<file path="src/hdl/clock_startup_defines.vh">
// Constants for the clock source selector and start-up timer.
`ifndef CLOCK_STARTUP_DEFINES_VH
`define CLOCK_STARTUP_DEFINES_VH

`define SHIPPED_SOURCE_SELECT 4'h1
`define SHIPPED_STARTUP_SELECT 2'h2

`define SOURCE_CRYSTAL_MIN 4'ha
`define SOURCE_LOW_FREQ 4'h9
`define SOURCE_EXT_RC_MIN 4'h5
`define SOURCE_INT_RC_MIN 4'h1

`define KIND_CRYSTAL 3'h0
`define KIND_LOW_FREQ 3'h1
`define KIND_EXT_RC 3'h2
`define KIND_INT_RC 3'h3
`define KIND_EXT_CLOCK 3'h4

`define RANGE_LOW 2'h1
`define RANGE_MID 2'h2
`define RANGE_HIGH 2'h3

`define DELAY_NONE 2'h0
`define DELAY_SHORT 2'h1
`define DELAY_LONG 2'h2

`define SLEEP_IDLE 2'h0
`define SLEEP_POWER_DOWN 2'h1
`define SLEEP_POWER_SAVE 2'h2
`define SLEEP_STANDBY 2'h3

`define COUNT_WIDTH 17
`define STARTUP_6_CK 17'h00006
`define STARTUP_18_CK 17'h00012
`define STARTUP_258_CK 17'h00102
`define STARTUP_1K_CK 17'h00400
`define STARTUP_16K_CK 17'h04000
`define STARTUP_32K_CK 17'h08000
`define RESET_SHORT_CYCLES 17'h01000
`define RESET_LONG_CYCLES 17'h10000

`endif
</file>
<file path="src/hdl/clock_source_startup_control.v">
// Clock source decode, start-up and reset delay timing, and sleep clock enables.
`timescale 1ns/1ps
`include "clock_startup_defines.vh"

module clock_source_startup_control #(
  parameter [16:0] STARTUP_16K_CYCLES = `STARTUP_16K_CK,
  parameter [16:0] STARTUP_32K_CYCLES = `STARTUP_32K_CK,
  parameter [16:0] RESET_SHORT_CYCLES = `RESET_SHORT_CYCLES,
  parameter [16:0] RESET_LONG_CYCLES = `RESET_LONG_CYCLES
) (
  input wire i_clock,
  input wire i_sys_rst,
  input wire [3:0] i_clock_source_select,
  input wire [1:0] i_startup_time_select,
  input wire i_oscillator_swing_option,
  input wire i_source_clock,
  input wire i_watchdog_osc,
  input wire i_sleep_request,
  input wire [1:0] i_sleep_mode,
  input wire i_wake_request,
  input wire i_ext_irq_pin,
  output reg [2:0] o_source_kind,
  output reg [1:0] o_crystal_range,
  output reg o_full_swing,
  output wire o_core_clock_en,
  output wire o_peripheral_clock_en,
  output wire o_program_memory_clock_en,
  output wire o_execution_hold,
  output reg o_ext_irq_level
);

  localparam [2:0] ST_CAPTURE = 3'h0;
  localparam [2:0] ST_SOURCE_START = 3'h1;
  localparam [2:0] ST_RESET_DELAY = 3'h2;
  localparam [2:0] ST_RUN = 3'h3;
  localparam [2:0] ST_SLEEP = 3'h4;
  localparam [2:0] ST_WAKE_START = 3'h5;

  // ----------------------------------------------------------------
  // Input synchronisers
  // ----------------------------------------------------------------
  // Bit 0 source clock, bit 1 watchdog oscillator, bit 2 external interrupt.
  reg [2:0] sync1_q;
  reg [2:0] sync2_q;
  reg [2:0] sync3_q;
  reg [2:0] level_q;
  reg [2:0] level_d;
  wire src_edge;
  wire wdt_edge;

  always @(posedge i_clock or posedge i_sys_rst) begin
    if (i_sys_rst) begin
      sync1_q <= 3'h0;
      sync2_q <= 3'h0;
      sync3_q <= 3'h0;
      level_q <= 3'h0;
    end else begin
      sync1_q <= {i_ext_irq_pin, i_watchdog_osc, i_source_clock};
      sync2_q <= sync1_q;
      sync3_q <= sync2_q;
      level_q <= level_d;
    end
  end

  genvar g;
  generate
    for (g = 0; g < 3; g = g + 1) begin : g_level
      always @* begin
        level_d[g] = (sync2_q[g] == sync3_q[g]) ? sync3_q[g] : level_q[g];
      end
    end
  endgenerate

  assign src_edge = level_d[0] & ~level_q[0];
  assign wdt_edge = level_d[1] & ~level_q[1];

  // The interrupt path never depends on the peripheral clock enable.
  always @(posedge i_clock or posedge i_sys_rst) begin
    if (i_sys_rst) begin
      o_ext_irq_level <= 1'b0;
    end else begin
      o_ext_irq_level <= level_q[2];
    end
  end

  // ----------------------------------------------------------------
  // Fuse capture and decode
  // ----------------------------------------------------------------
  reg [3:0] source_sel_q;
  reg [1:0] startup_sel_q;
  reg swing_q;
  reg [2:0] kind;
  reg [1:0] range;
  reg [16:0] startup_count;
  reg [1:0] reset_delay;
  reg [2:0] state_q;
  reg [2:0] state_d;

  // Fuses are straps: taken by a clocked process at the first edge after reset.
  always @(posedge i_clock or posedge i_sys_rst) begin
    if (i_sys_rst) begin
      source_sel_q <= `SHIPPED_SOURCE_SELECT;
      startup_sel_q <= `SHIPPED_STARTUP_SELECT;
      swing_q <= 1'b1;
    end else if (state_q == ST_CAPTURE) begin
      source_sel_q <= i_clock_source_select;
      startup_sel_q <= i_startup_time_select;
      swing_q <= i_oscillator_swing_option;
    end
  end

  always @* begin
    range = 2'h0;
    if (source_sel_q >= `SOURCE_CRYSTAL_MIN) begin
      kind = `KIND_CRYSTAL;
      case (source_sel_q[3:1])
        3'h5: range = `RANGE_LOW;
        3'h6: range = `RANGE_MID;
        default: range = `RANGE_HIGH;
      endcase
    end else if (source_sel_q == `SOURCE_LOW_FREQ) begin
      kind = `KIND_LOW_FREQ;
    end else if (source_sel_q >= `SOURCE_EXT_RC_MIN) begin
      kind = `KIND_EXT_RC;
    end else if (source_sel_q >= `SOURCE_INT_RC_MIN) begin
      kind = `KIND_INT_RC;
    end else begin
      kind = `KIND_EXT_CLOCK;
    end
  end

  always @* begin
    startup_count = `STARTUP_6_CK;
    reset_delay = `DELAY_NONE;
    case (kind)
      `KIND_CRYSTAL: begin
        // The index is the low select bit above the two start-up select bits.
        case ({source_sel_q[0], startup_sel_q})
          3'h0: begin
            startup_count = `STARTUP_258_CK;
            reset_delay = `DELAY_SHORT;
          end
          3'h1: begin
            startup_count = `STARTUP_258_CK;
            reset_delay = `DELAY_LONG;
          end
          3'h2: begin
            startup_count = `STARTUP_1K_CK;
            reset_delay = `DELAY_NONE;
          end
          3'h3: begin
            startup_count = `STARTUP_1K_CK;
            reset_delay = `DELAY_SHORT;
          end
          3'h4: begin
            startup_count = `STARTUP_1K_CK;
            reset_delay = `DELAY_LONG;
          end
          3'h5: begin
            startup_count = STARTUP_16K_CYCLES;
            reset_delay = `DELAY_NONE;
          end
          3'h6: begin
            startup_count = STARTUP_16K_CYCLES;
            reset_delay = `DELAY_SHORT;
          end
          default: begin
            startup_count = STARTUP_16K_CYCLES;
            reset_delay = `DELAY_LONG;
          end
        endcase
      end
      `KIND_LOW_FREQ: begin
        startup_count = startup_sel_q[1] ? STARTUP_32K_CYCLES : `STARTUP_1K_CK;
        reset_delay = (startup_sel_q == 2'h0) ? `DELAY_SHORT : `DELAY_LONG;
      end
      `KIND_EXT_RC: begin
        startup_count = (startup_sel_q == 2'h3) ? `STARTUP_6_CK : `STARTUP_18_CK;
        case (startup_sel_q)
          2'h0: reset_delay = `DELAY_NONE;
          2'h2: reset_delay = `DELAY_LONG;
          default: reset_delay = `DELAY_SHORT;
        endcase
      end
      default: begin
        startup_count = `STARTUP_6_CK;
        case (startup_sel_q)
          2'h0: reset_delay = `DELAY_NONE;
          2'h1: reset_delay = `DELAY_SHORT;
          default: reset_delay = `DELAY_LONG;
        endcase
      end
    endcase
  end

  always @(posedge i_clock or posedge i_sys_rst) begin
    if (i_sys_rst) begin
      o_source_kind <= `KIND_INT_RC;
      o_crystal_range <= 2'h0;
      o_full_swing <= 1'b0;
    end else begin
      o_source_kind <= kind;
      o_crystal_range <= range;
      o_full_swing <= ~swing_q;
    end
  end

  // ----------------------------------------------------------------
  // Start-up sequencer
  // ----------------------------------------------------------------
  reg [16:0] count_q;
  reg [16:0] count_d;
  reg [16:0] reset_target;
  reg [1:0] sleep_mode_q;
  wire wake;
  wire src_done;
  wire wdt_done;

  assign wake = i_wake_request | level_q[2];

  always @* begin
    reset_target = (reset_delay == `DELAY_LONG) ? RESET_LONG_CYCLES : RESET_SHORT_CYCLES;
  end

  assign src_done = src_edge && (count_q == startup_count - 17'h00001);
  assign wdt_done = wdt_edge && (count_q == reset_target - 17'h00001);

  always @* begin
    state_d = state_q;
    count_d = count_q;
    case (state_q)
      ST_CAPTURE: begin
        state_d = ST_SOURCE_START;
        count_d = 17'h0;
      end
      ST_SOURCE_START, ST_WAKE_START: begin
        if (src_done) begin
          count_d = 17'h0;
          if (state_q == ST_SOURCE_START && reset_delay != `DELAY_NONE) begin
            state_d = ST_RESET_DELAY;
          end else begin
            state_d = ST_RUN;
          end
        end else if (src_edge) begin
          count_d = count_q + 17'h00001;
        end
      end
      ST_RESET_DELAY: begin
        if (wdt_done) begin
          state_d = ST_RUN;
          count_d = 17'h0;
        end else if (wdt_edge) begin
          count_d = count_q + 17'h00001;
        end
      end
      ST_RUN: begin
        if (i_sleep_request) begin
          state_d = ST_SLEEP;
        end
      end
      ST_SLEEP: begin
        if (wake) begin
          count_d = 17'h0;
          if (sleep_mode_q == `SLEEP_POWER_DOWN || sleep_mode_q == `SLEEP_POWER_SAVE) begin
            state_d = ST_WAKE_START;
          end else begin
            state_d = ST_RUN;
          end
        end
      end
      default: begin
        state_d = ST_CAPTURE;
        count_d = 17'h0;
      end
    endcase
  end

  always @(posedge i_clock or posedge i_sys_rst) begin
    if (i_sys_rst) begin
      state_q <= ST_CAPTURE;
      count_q <= 17'h0;
      sleep_mode_q <= `SLEEP_IDLE;
    end else begin
      state_q <= state_d;
      count_q <= count_d;
      if (state_q == ST_RUN && i_sleep_request) begin
        sleep_mode_q <= i_sleep_mode;
      end
    end
  end

  // ----------------------------------------------------------------
  // Clock enables
  // ----------------------------------------------------------------
  assign o_core_clock_en = (state_q == ST_RUN);
  assign o_program_memory_clock_en = o_core_clock_en;
  assign o_peripheral_clock_en = o_core_clock_en ||
      (state_q == ST_SLEEP && sleep_mode_q == `SLEEP_IDLE);
  assign o_execution_hold = ~o_core_clock_en;

endmodule // clock_source_startup_control

</file>
<file path="config.mk">
export PLATFORM = sky130hd
export DESIGN_NAME = clock_source_startup_control
export DESIGN_NICKNAME = d
export VERILOG_FILES = /design/src/hdl/clock_source_startup_control.v
export VERILOG_INCLUDE_DIRS = /design/src /design/src/hdl
export SDC_FILE = /design/constraint.sdc
export NUM_CORES = 1
export LEC_CHECK = 0
export ABC_AREA = 1
export BUFFER_PORTS_ARGS = -buffer_cell sky130_fd_sc_hd__buf_2
export CORE_MARGIN = 4
export CORE_UTILIZATION = 55
export DETAILED_ROUTE_END_ITERATION = 10
export GPL_ROUTABILITY_DRIVEN = 0
export GPL_TIMING_DRIVEN = 0
export PLACE_DENSITY_LB_ADDON = 0.3
export SLEW_MARGIN = 20
export SYNTH_ARGS = -nofsm -noshare
export SYNTH_HDL_FRONTEND = slang
export SYNTH_SLANG_ARGS = --single-unit
</file>
<file path="constraint.sdc">
create_clock -name i_clock -period 7.87 [get_ports i_clock]
set_clock_uncertainty 0.15 [all_clocks]
set_input_delay 1.574 -clock i_clock [delete_from_list [all_inputs] [get_ports i_clock]]
set_output_delay 1.574 -clock i_clock [all_outputs]
set_load 0.01 [all_outputs]
</file>
## Word-level counts from Yosys, hierarchy flattened

Index checks and enable logic that the tools add are counted.

- Add/subtract/negate cells: 3
- $lt $le $gt $ge: 3
- Equal/unequal tests: 33
- Mux-type cells: 31
- Bitwise logic cells: 7
- Reductions and logical operators: 20

Operators with widths:

| cell | number |
|---|---|
| 17-bit 2-to-1 mux | 6 |
| 17-bit case mux with 4 select lines | 1 |
| 17-bit case mux with 3 select lines | 1 |
| 17-bit == test | 2 |
| 17-bit by 1-bit subtractor with 17-bit output (second input constant) | 2 |
| 15-bit case mux with 2 select lines | 1 |
| 3-bit 2-to-1 mux | 9 |
| 3-bit == test (second input constant) | 7 |
| 17-bit by 1-bit adder with 17-bit output (second input constant) | 1 |
| 16-bit 2-to-1 mux | 1 |
| 2-bit case mux with 2 select lines | 4 |
| 3-bit by 2-bit == test with 1-bit output (second input constant) | 5 |
| 3-bit case mux with 5 select lines | 1 |
| 3-bit by 1-bit == test with 1-bit output (second input constant) | 3 |
| 3-bit logical NOT | 3 |
| 2-bit == test (second input constant) | 4 |
| 2-bit != test (second input constant) | 4 |
| 4-bit AND reduction | 2 |
| 3-bit != test (second input constant) | 2 |
| 2-bit case mux with 3 select lines | 1 |
| 2-bit OR reduction | 3 |
| 3-bit OR reduction | 2 |
| 1-bit logical AND | 5 |
| 5-bit 2-to-1 mux | 1 |
| 14 further kinds | 26 |

- Register bits: 48
- Input port bits: 16
- Output and inout port bits: 11
- Word-level logic and storage cells: 112

## Longest topological paths before layout

- Depth in word-level cells: 14
- Mapped depth: 24
- Depth with buffers taken out: 23

## Least setup slack after synthesis

No wires, ideal clock.

- Path kind: register -> register
- Start: reg startup_sel_q[1]
- End: reg count_q[0]
- Setup time: 117 ps
- Arrival time: 2792 ps
- Data required time: 7603 ps
- Slack: 4811 ps
- Stages on the path, launching flop included: 21
- Path buffers: 1
- Period minus slack after synthesis: 3059 ps
- Cells stage by stage: dfstp_2 -> nor2_1 -> nand2_4 -> nand2_2 -> inv_2 -> ha_1 -> ha_1 -> ha_1 -> a21oi_1 -> nand2_1 -> nor2_1 -> nand3_1 -> nor2_1 -> nand3_1 -> nor2_2 -> nand3_2 -> o21bai_4 -> nand2_4 -> buf_6 -> nand3_1 -> nand2_1

- Longest elaborated chain between the ends: 11
- Elaborated cells on any way between the ends: 38
- Classes of those cells: 2 x add/sub; 14 x eq/ne; 13 x mux; 9 x reduce/logical

RTL lines:

| what | line | text |
|---|---|---|
| start, declared | clock_source_startup_control.v:90 | `reg [1:0] startup_sel_q;` |
| start signal, assigned | clock_source_startup_control.v:103 | `` startup_sel_q <= `SHIPPED_STARTUP_SELECT; `` |
| start signal, assigned | clock_source_startup_control.v:107 | `startup_sel_q <= i_startup_time_select;` |
| 3-bit == test (tied with other cells) | clock_source_startup_control.v:138 | `case ({source_sel_q[0], startup_sel_q})` |
| 3-bit OR reduction (no line) / 2-bit OR reduction (equally long branches) | - |  |
| 2-bit case mux with 2 select lines | clock_source_startup_control.v:138 |  |
| 2-bit case mux with 3 select lines | clock_source_startup_control.v:135 | `case (kind)` |
| 2-bit == test (no line) | - |  |
| 17-bit 2-to-1 mux | clock_source_startup_control.v:222 | `` reset_target = (reset_delay == `DELAY_LONG) ? RESET_LONG_CYCLES : RESET_SHORT_CYCLES; `` |
| 17-bit by 1-bit subtractor with 17-bit output | clock_source_startup_control.v:226 | `assign wdt_done = wdt_edge && (count_q == reset_target - 17'h00001);` |
| 17-bit == test | clock_source_startup_control.v:226 |  |
| 1-bit logical AND | clock_source_startup_control.v:226 |  |
| 3-bit != test (no line) / 17-bit 2-to-1 mux (equally long branches) | - |  |
| 4-bit AND reduction (no line) / 17-bit case mux with 4 select lines (equally long branches) | - |  |
| end signal, assigned | clock_source_startup_control.v:285 | `count_q <= count_d;` |
| end, declared | clock_source_startup_control.v:211 | `reg [16:0] count_q;` |

Parallel ways exist; a longest one is shown, timed or not.
A chain may end at the register's enable or synchronous reset.

## Final worst setup path

- Start: reg source_sel_q[0]
- End: reg count_q[14]

- Longest elaborated chain between the ends: 14
- Elaborated cells on any way between the ends: 40
- Classes of those cells: 2 x add/sub; 3 x order compare; 14 x eq/ne; 12 x mux; 9 x reduce/logical

RTL lines:

| what | line | text |
|---|---|---|
| start, declared | clock_source_startup_control.v:89 | `reg [3:0] source_sel_q;` |
| start signal, assigned | clock_source_startup_control.v:102 | `` source_sel_q <= `SHIPPED_SOURCE_SELECT; `` |
| start signal, assigned | clock_source_startup_control.v:106 | `source_sel_q <= i_clock_source_select;` |
| 4-bit by 1-bit greater-or-equal comparator with 1-bit output (no line) | - |  |
| 3-bit 2-to-1 mux | clock_source_startup_control.v:125 | `` end else if (source_sel_q >= `SOURCE_INT_RC_MIN) begin `` |
| 3-bit 2-to-1 mux | clock_source_startup_control.v:123 | `` end else if (source_sel_q >= `SOURCE_EXT_RC_MIN) begin `` |
| 3-bit 2-to-1 mux | clock_source_startup_control.v:121 | `` end else if (source_sel_q == `SOURCE_LOW_FREQ) begin `` |
| 3-bit 2-to-1 mux | clock_source_startup_control.v:114 | `` if (source_sel_q >= `SOURCE_CRYSTAL_MIN) begin `` |
| 3-bit by 2-bit == test with 1-bit output (tied with other cells) | clock_source_startup_control.v:135 |  |
| 2-bit case mux with 3 select lines | clock_source_startup_control.v:135 |  |
| 2-bit == test (no line) | - |  |
| 17-bit 2-to-1 mux | clock_source_startup_control.v:222 |  |
| 17-bit by 1-bit subtractor with 17-bit output | clock_source_startup_control.v:226 |  |
| 17-bit == test | clock_source_startup_control.v:226 |  |
| 1-bit logical AND | clock_source_startup_control.v:226 |  |
| 3-bit != test (no line) / 17-bit 2-to-1 mux (equally long branches) | - |  |
| 4-bit AND reduction (no line) / 17-bit case mux with 4 select lines (equally long branches) | - |  |

Parallel ways exist; a longest one is shown, timed or not.

==> reports/metrics.yaml <==
outcome: "completed"
r2r_setup_slack_ns: 4.37
grt_max_degree: 31
area.growth.synth_to_final_pct: 13.1
critPathLaunchType: "flop"
cts.path.max_buffers: 2
grtUsageTotal: 0.197
synth_area_leaders: "dfrtp_1 38%, nand2_1 13%, inv_1 6.5%"
synth_warnings: 0
clk_pin_slew_worst_paths_ns: 0.09
drv_cap: 0
synth-edff-count: 0
p_switching_mw: 0.547
boundaryPins: 27
p_int_mw: 0.656
dp.cells: 461
path_buf_inv: 4
crit_chain: "inv_2, nand2_2, nand2_2, inv_2, nand2_2, inv_2, ha_1, ha_1, ha_1, a21oi_1, nand2_1, nor2_1, nand3_1, nor2_1, nand3_1, nor2_2, nand3_2, o21bai_4, nand2_4, buf_6, nand3_1, nand2_1"
io_buffers: 26
met2_usage: 0.337
grt_pass1_wl_um: 9840
power.leakage_nw: 1.76
fin_crit_sh: 0.445
layout.cells.non_filler: 469
firstDrtPassIters: 4
cts_tree: "yes"
syn_area_mm2: 0.00284
fmax_mhz: 285
slew_viol_final: 0
reg2reg_to: "count_q[14]$_DFFE_PP0P_"
synth_top_cell_by_area: "dfrtp_1"
clkPwrFrac: 0.178
yosysSeqAreaShare: 0.426
die-area_mm2: 0.00637
crit_start: "source_sel_q[0]$_DFFE_PP1P_"
hold_start: "sync1_q[0]$_DFF_PP0_"
hold_path.class: "flop to flop"
drc: 0
die_width_um: 79.8
async_flop_share: 1.00
h-tree-depth: 2
rsz0062_at_grt: "no"
cts_buffers: 5
totalPowerFinal_mw: 1.20
dpl_cell_area_mm2: 0.00307
slowest_delay_ns: 0.60
tightest_slew_ns: 0.470
arrival_ns: 3.56
wl_um: 5660
drt_iter0_drc: 137
endpoint_kind: "flop"
critPathMaxFanout: 10
vias: 2403
synth_cells: 367
ir_worst_vdd_mv: 0.196
start_util: 0.585
synth_cell_types: 36
top_usage_layer: "met2"
cpMaxStageDelayCell: "dfstp_2"
die_h_um: 79.8
finalWorstSetupSlack_ns: 4.37
dp_hpwl_um: 4270
insertion_delay_ns: 0.31
p_seq_frac: 0.291
grt-ovfl-total: 0
dp_slack_ns: 4.38
ant_nets: 0
max_slew_margin: 0.687
antenna_found_initial: 0
final_area_mm2: 0.00321
cts_hold_buf: 0
synth_top_flop_cell: "dfrtp_1"
layout-drive-gt1-share: 0.201
grt_util_met3: 0.0372
cellPowerDensity_mw_per_mm2: 375
setup-violations-final: 0
drt-wirelength-per-cell_um: 12.1
synth.avg_cell_area_um2: 7.73
min_path_cells: 0
synth_top_area_share: 0.380
cts_resized: 0
fill_cells: 413
finalHoldViolations: 0
timing.rr.start: "source_sel_q[0]$_DFFE_PP1P_"
finalCriticalPeriod_ns: 3.50
diodes: 0
grt_pass1_vias: 2297
critPathRequiredTime_ns: 7.92
grt_util_met1: 0.248
crit_family: "simple AND/OR/NAND/NOR gates"
hold_path_end: "sync2_q[0]$_DFF_PP0_"
cts_root_buf: "clkbuf_8"
syn_nets: 388
fp-row-count: 25
setup.worst_path.class: "flop to flop"
pwr-share-comb: 0.531
final_nets: 422
post-cts-setup-buffer-count: 0
viasPerCell: 5.12
r2r_cells: 22
synth-seq-cells: 48
cts_sinks: 48
swShare: 0.455
core-area_mm2: 0.00485
finalSetupTns_ns: 0
[worst reg2reg max path, stage by stage (launching register included)]
cell and delay, ns:
dfstp_2 0.60, inv_2 0.07, nand2_2 0.08, nand2_2 0.09, inv_2 0.11, nand2_2 0.07
inv_2 0.06, ha_1 0.19, ha_1 0.32, ha_1 0.29, a21oi_1 0.15, nand2_1 0.06
nor2_1 0.09, nand3_1 0.09, nor2_1 0.10, nand3_1 0.08, nor2_2 0.10, nand3_2 0.09
o21bai_4 0.19, nand2_4 0.12, buf_6 0.18, nand3_1 0.08, nand2_1 0.05
[cells in the mapped netlist (5+ instances only)]
library cell  number
dfrtp_1           43
inv_2              7
nand3_2            8
a21oi_1           10
nand2_2            7
inv_1             49
nand3_1           34
nand2_1           95
ha_1               5
dfstp_2            5
nor2_1            39
nand4_1            7
o21ai_0            6
xor2_1            13
[area by class of cell]
type | instances | area [um^2] | area share
Buffer | 6 | 38.8 | 0.0121
Clock buffer | 5 | 68.8 | 0.0215
Clock inverter | 3 | 68.8 | 0.0215
Inverter | 56 | 210 | 0.0655
Multi-Input combinational cell | 257 | 1380 | 0.430
Sequential cell | 48 | 1210 | 0.377
Tap cell | 67 | 83.8 | 0.0261
Timing Repair Buffer | 27 | 150 | 0.0468
[power groups by stage]
| stage | logic (mW) | clock network [mW] | registers (mW) |
|---|---|---|---|
| after global placement | 0.615 | 0 | 0.352 |
| after CTS | 0.638 | 0.223 | 0.349 |
| after global routing | 0.729 | 0.229 | 0.357 |
| after floorplan | 0.487 | 0 | 0.351 |
| final | 0.639 | 0.215 | 0.350 |
| after detailed placement | 0.634 | 0 | 0.355 |
[kinds of logic (layout without fill, tap and decap cells)]
group	after synthesis	after routing	share of synthesized area
compound gates	27	27	0.0622
xor+xnor	17	17	0.0525
fa+ha+maj	6	6	0.0256
buf+inv	62	97	0.0878
flops	48	48	0.426
mux	2	2	0.00794
simple gates	205	205	0.338
[cell usage in the layout (no fill, tap or decap), drive strengths merged, types with 2 or more instances in the layout]
cell,n
o21ai,10
dfstp,5
a21oi,11
nand4,7
bufinv,2
xnor2,4
mux2,2
clkbuf,7
xor2,13
inv,57
buf,31
dfrtp,43
ha,5
nand3,42
nor3,7
nand2,104
nor2,43
[layer usage]
metal  vias to the layer above  wire length [um]
met4                         0                97
met3                        10               237
met1                      1119              2580
li1                       1229                 -
met2                        45              2740
met5                         -                 0
[how the worst max path moves through the flow]
stage                              endpoint  slack [ns]  cells after the start
2_1_floorplan        count_q[0]$_DFFE_PP0P_        4.81                     20
3_3_place_gp   startup_sel_q[0]$_DFFE_PP0P_        4.41                      2
3_5_place_dp        count_q[14]$_DFFE_PP0P_        4.38                     22
4_1_cts             count_q[14]$_DFFE_PP0P_        4.37                     22
5_1_grt             count_q[15]$_DFFE_PP0P_        3.98                     22
6_report            count_q[14]$_DFFE_PP0P_        4.37                     22
[registers in the layout (all words and copies together), names as in the netlist]
| name | flops |
|---|---|
| o_full_swing | 1 |
| o_ext_irq_level | 1 |
| sync3_q | 3 |
| sync2_q | 3 |
| sleep_mode_q | 2 |
| source_sel_q | 4 |
| sync1_q | 3 |
| level_q | 3 |
| swing_q | 1 |
| o_crystal_range | 2 |
| count_q | 17 |
| state_q | 3 |
| o_source_kind | 3 |
| startup_sel_q | 2 |
[metrics by stage]
| stage | util | hold WS, ns |
|---|---|---|
| after floorplan | - | 0.181 |
| after global placement | 0.629 | 0.182 |
| after detailed placement | 0.633 | 0.189 |
| after CTS | 0.661 | 0.211 |
| after global routing | 0.661 | 0.225 |
| final | 0.661 | 0.207 |
(Power assumes the default switching activity.)
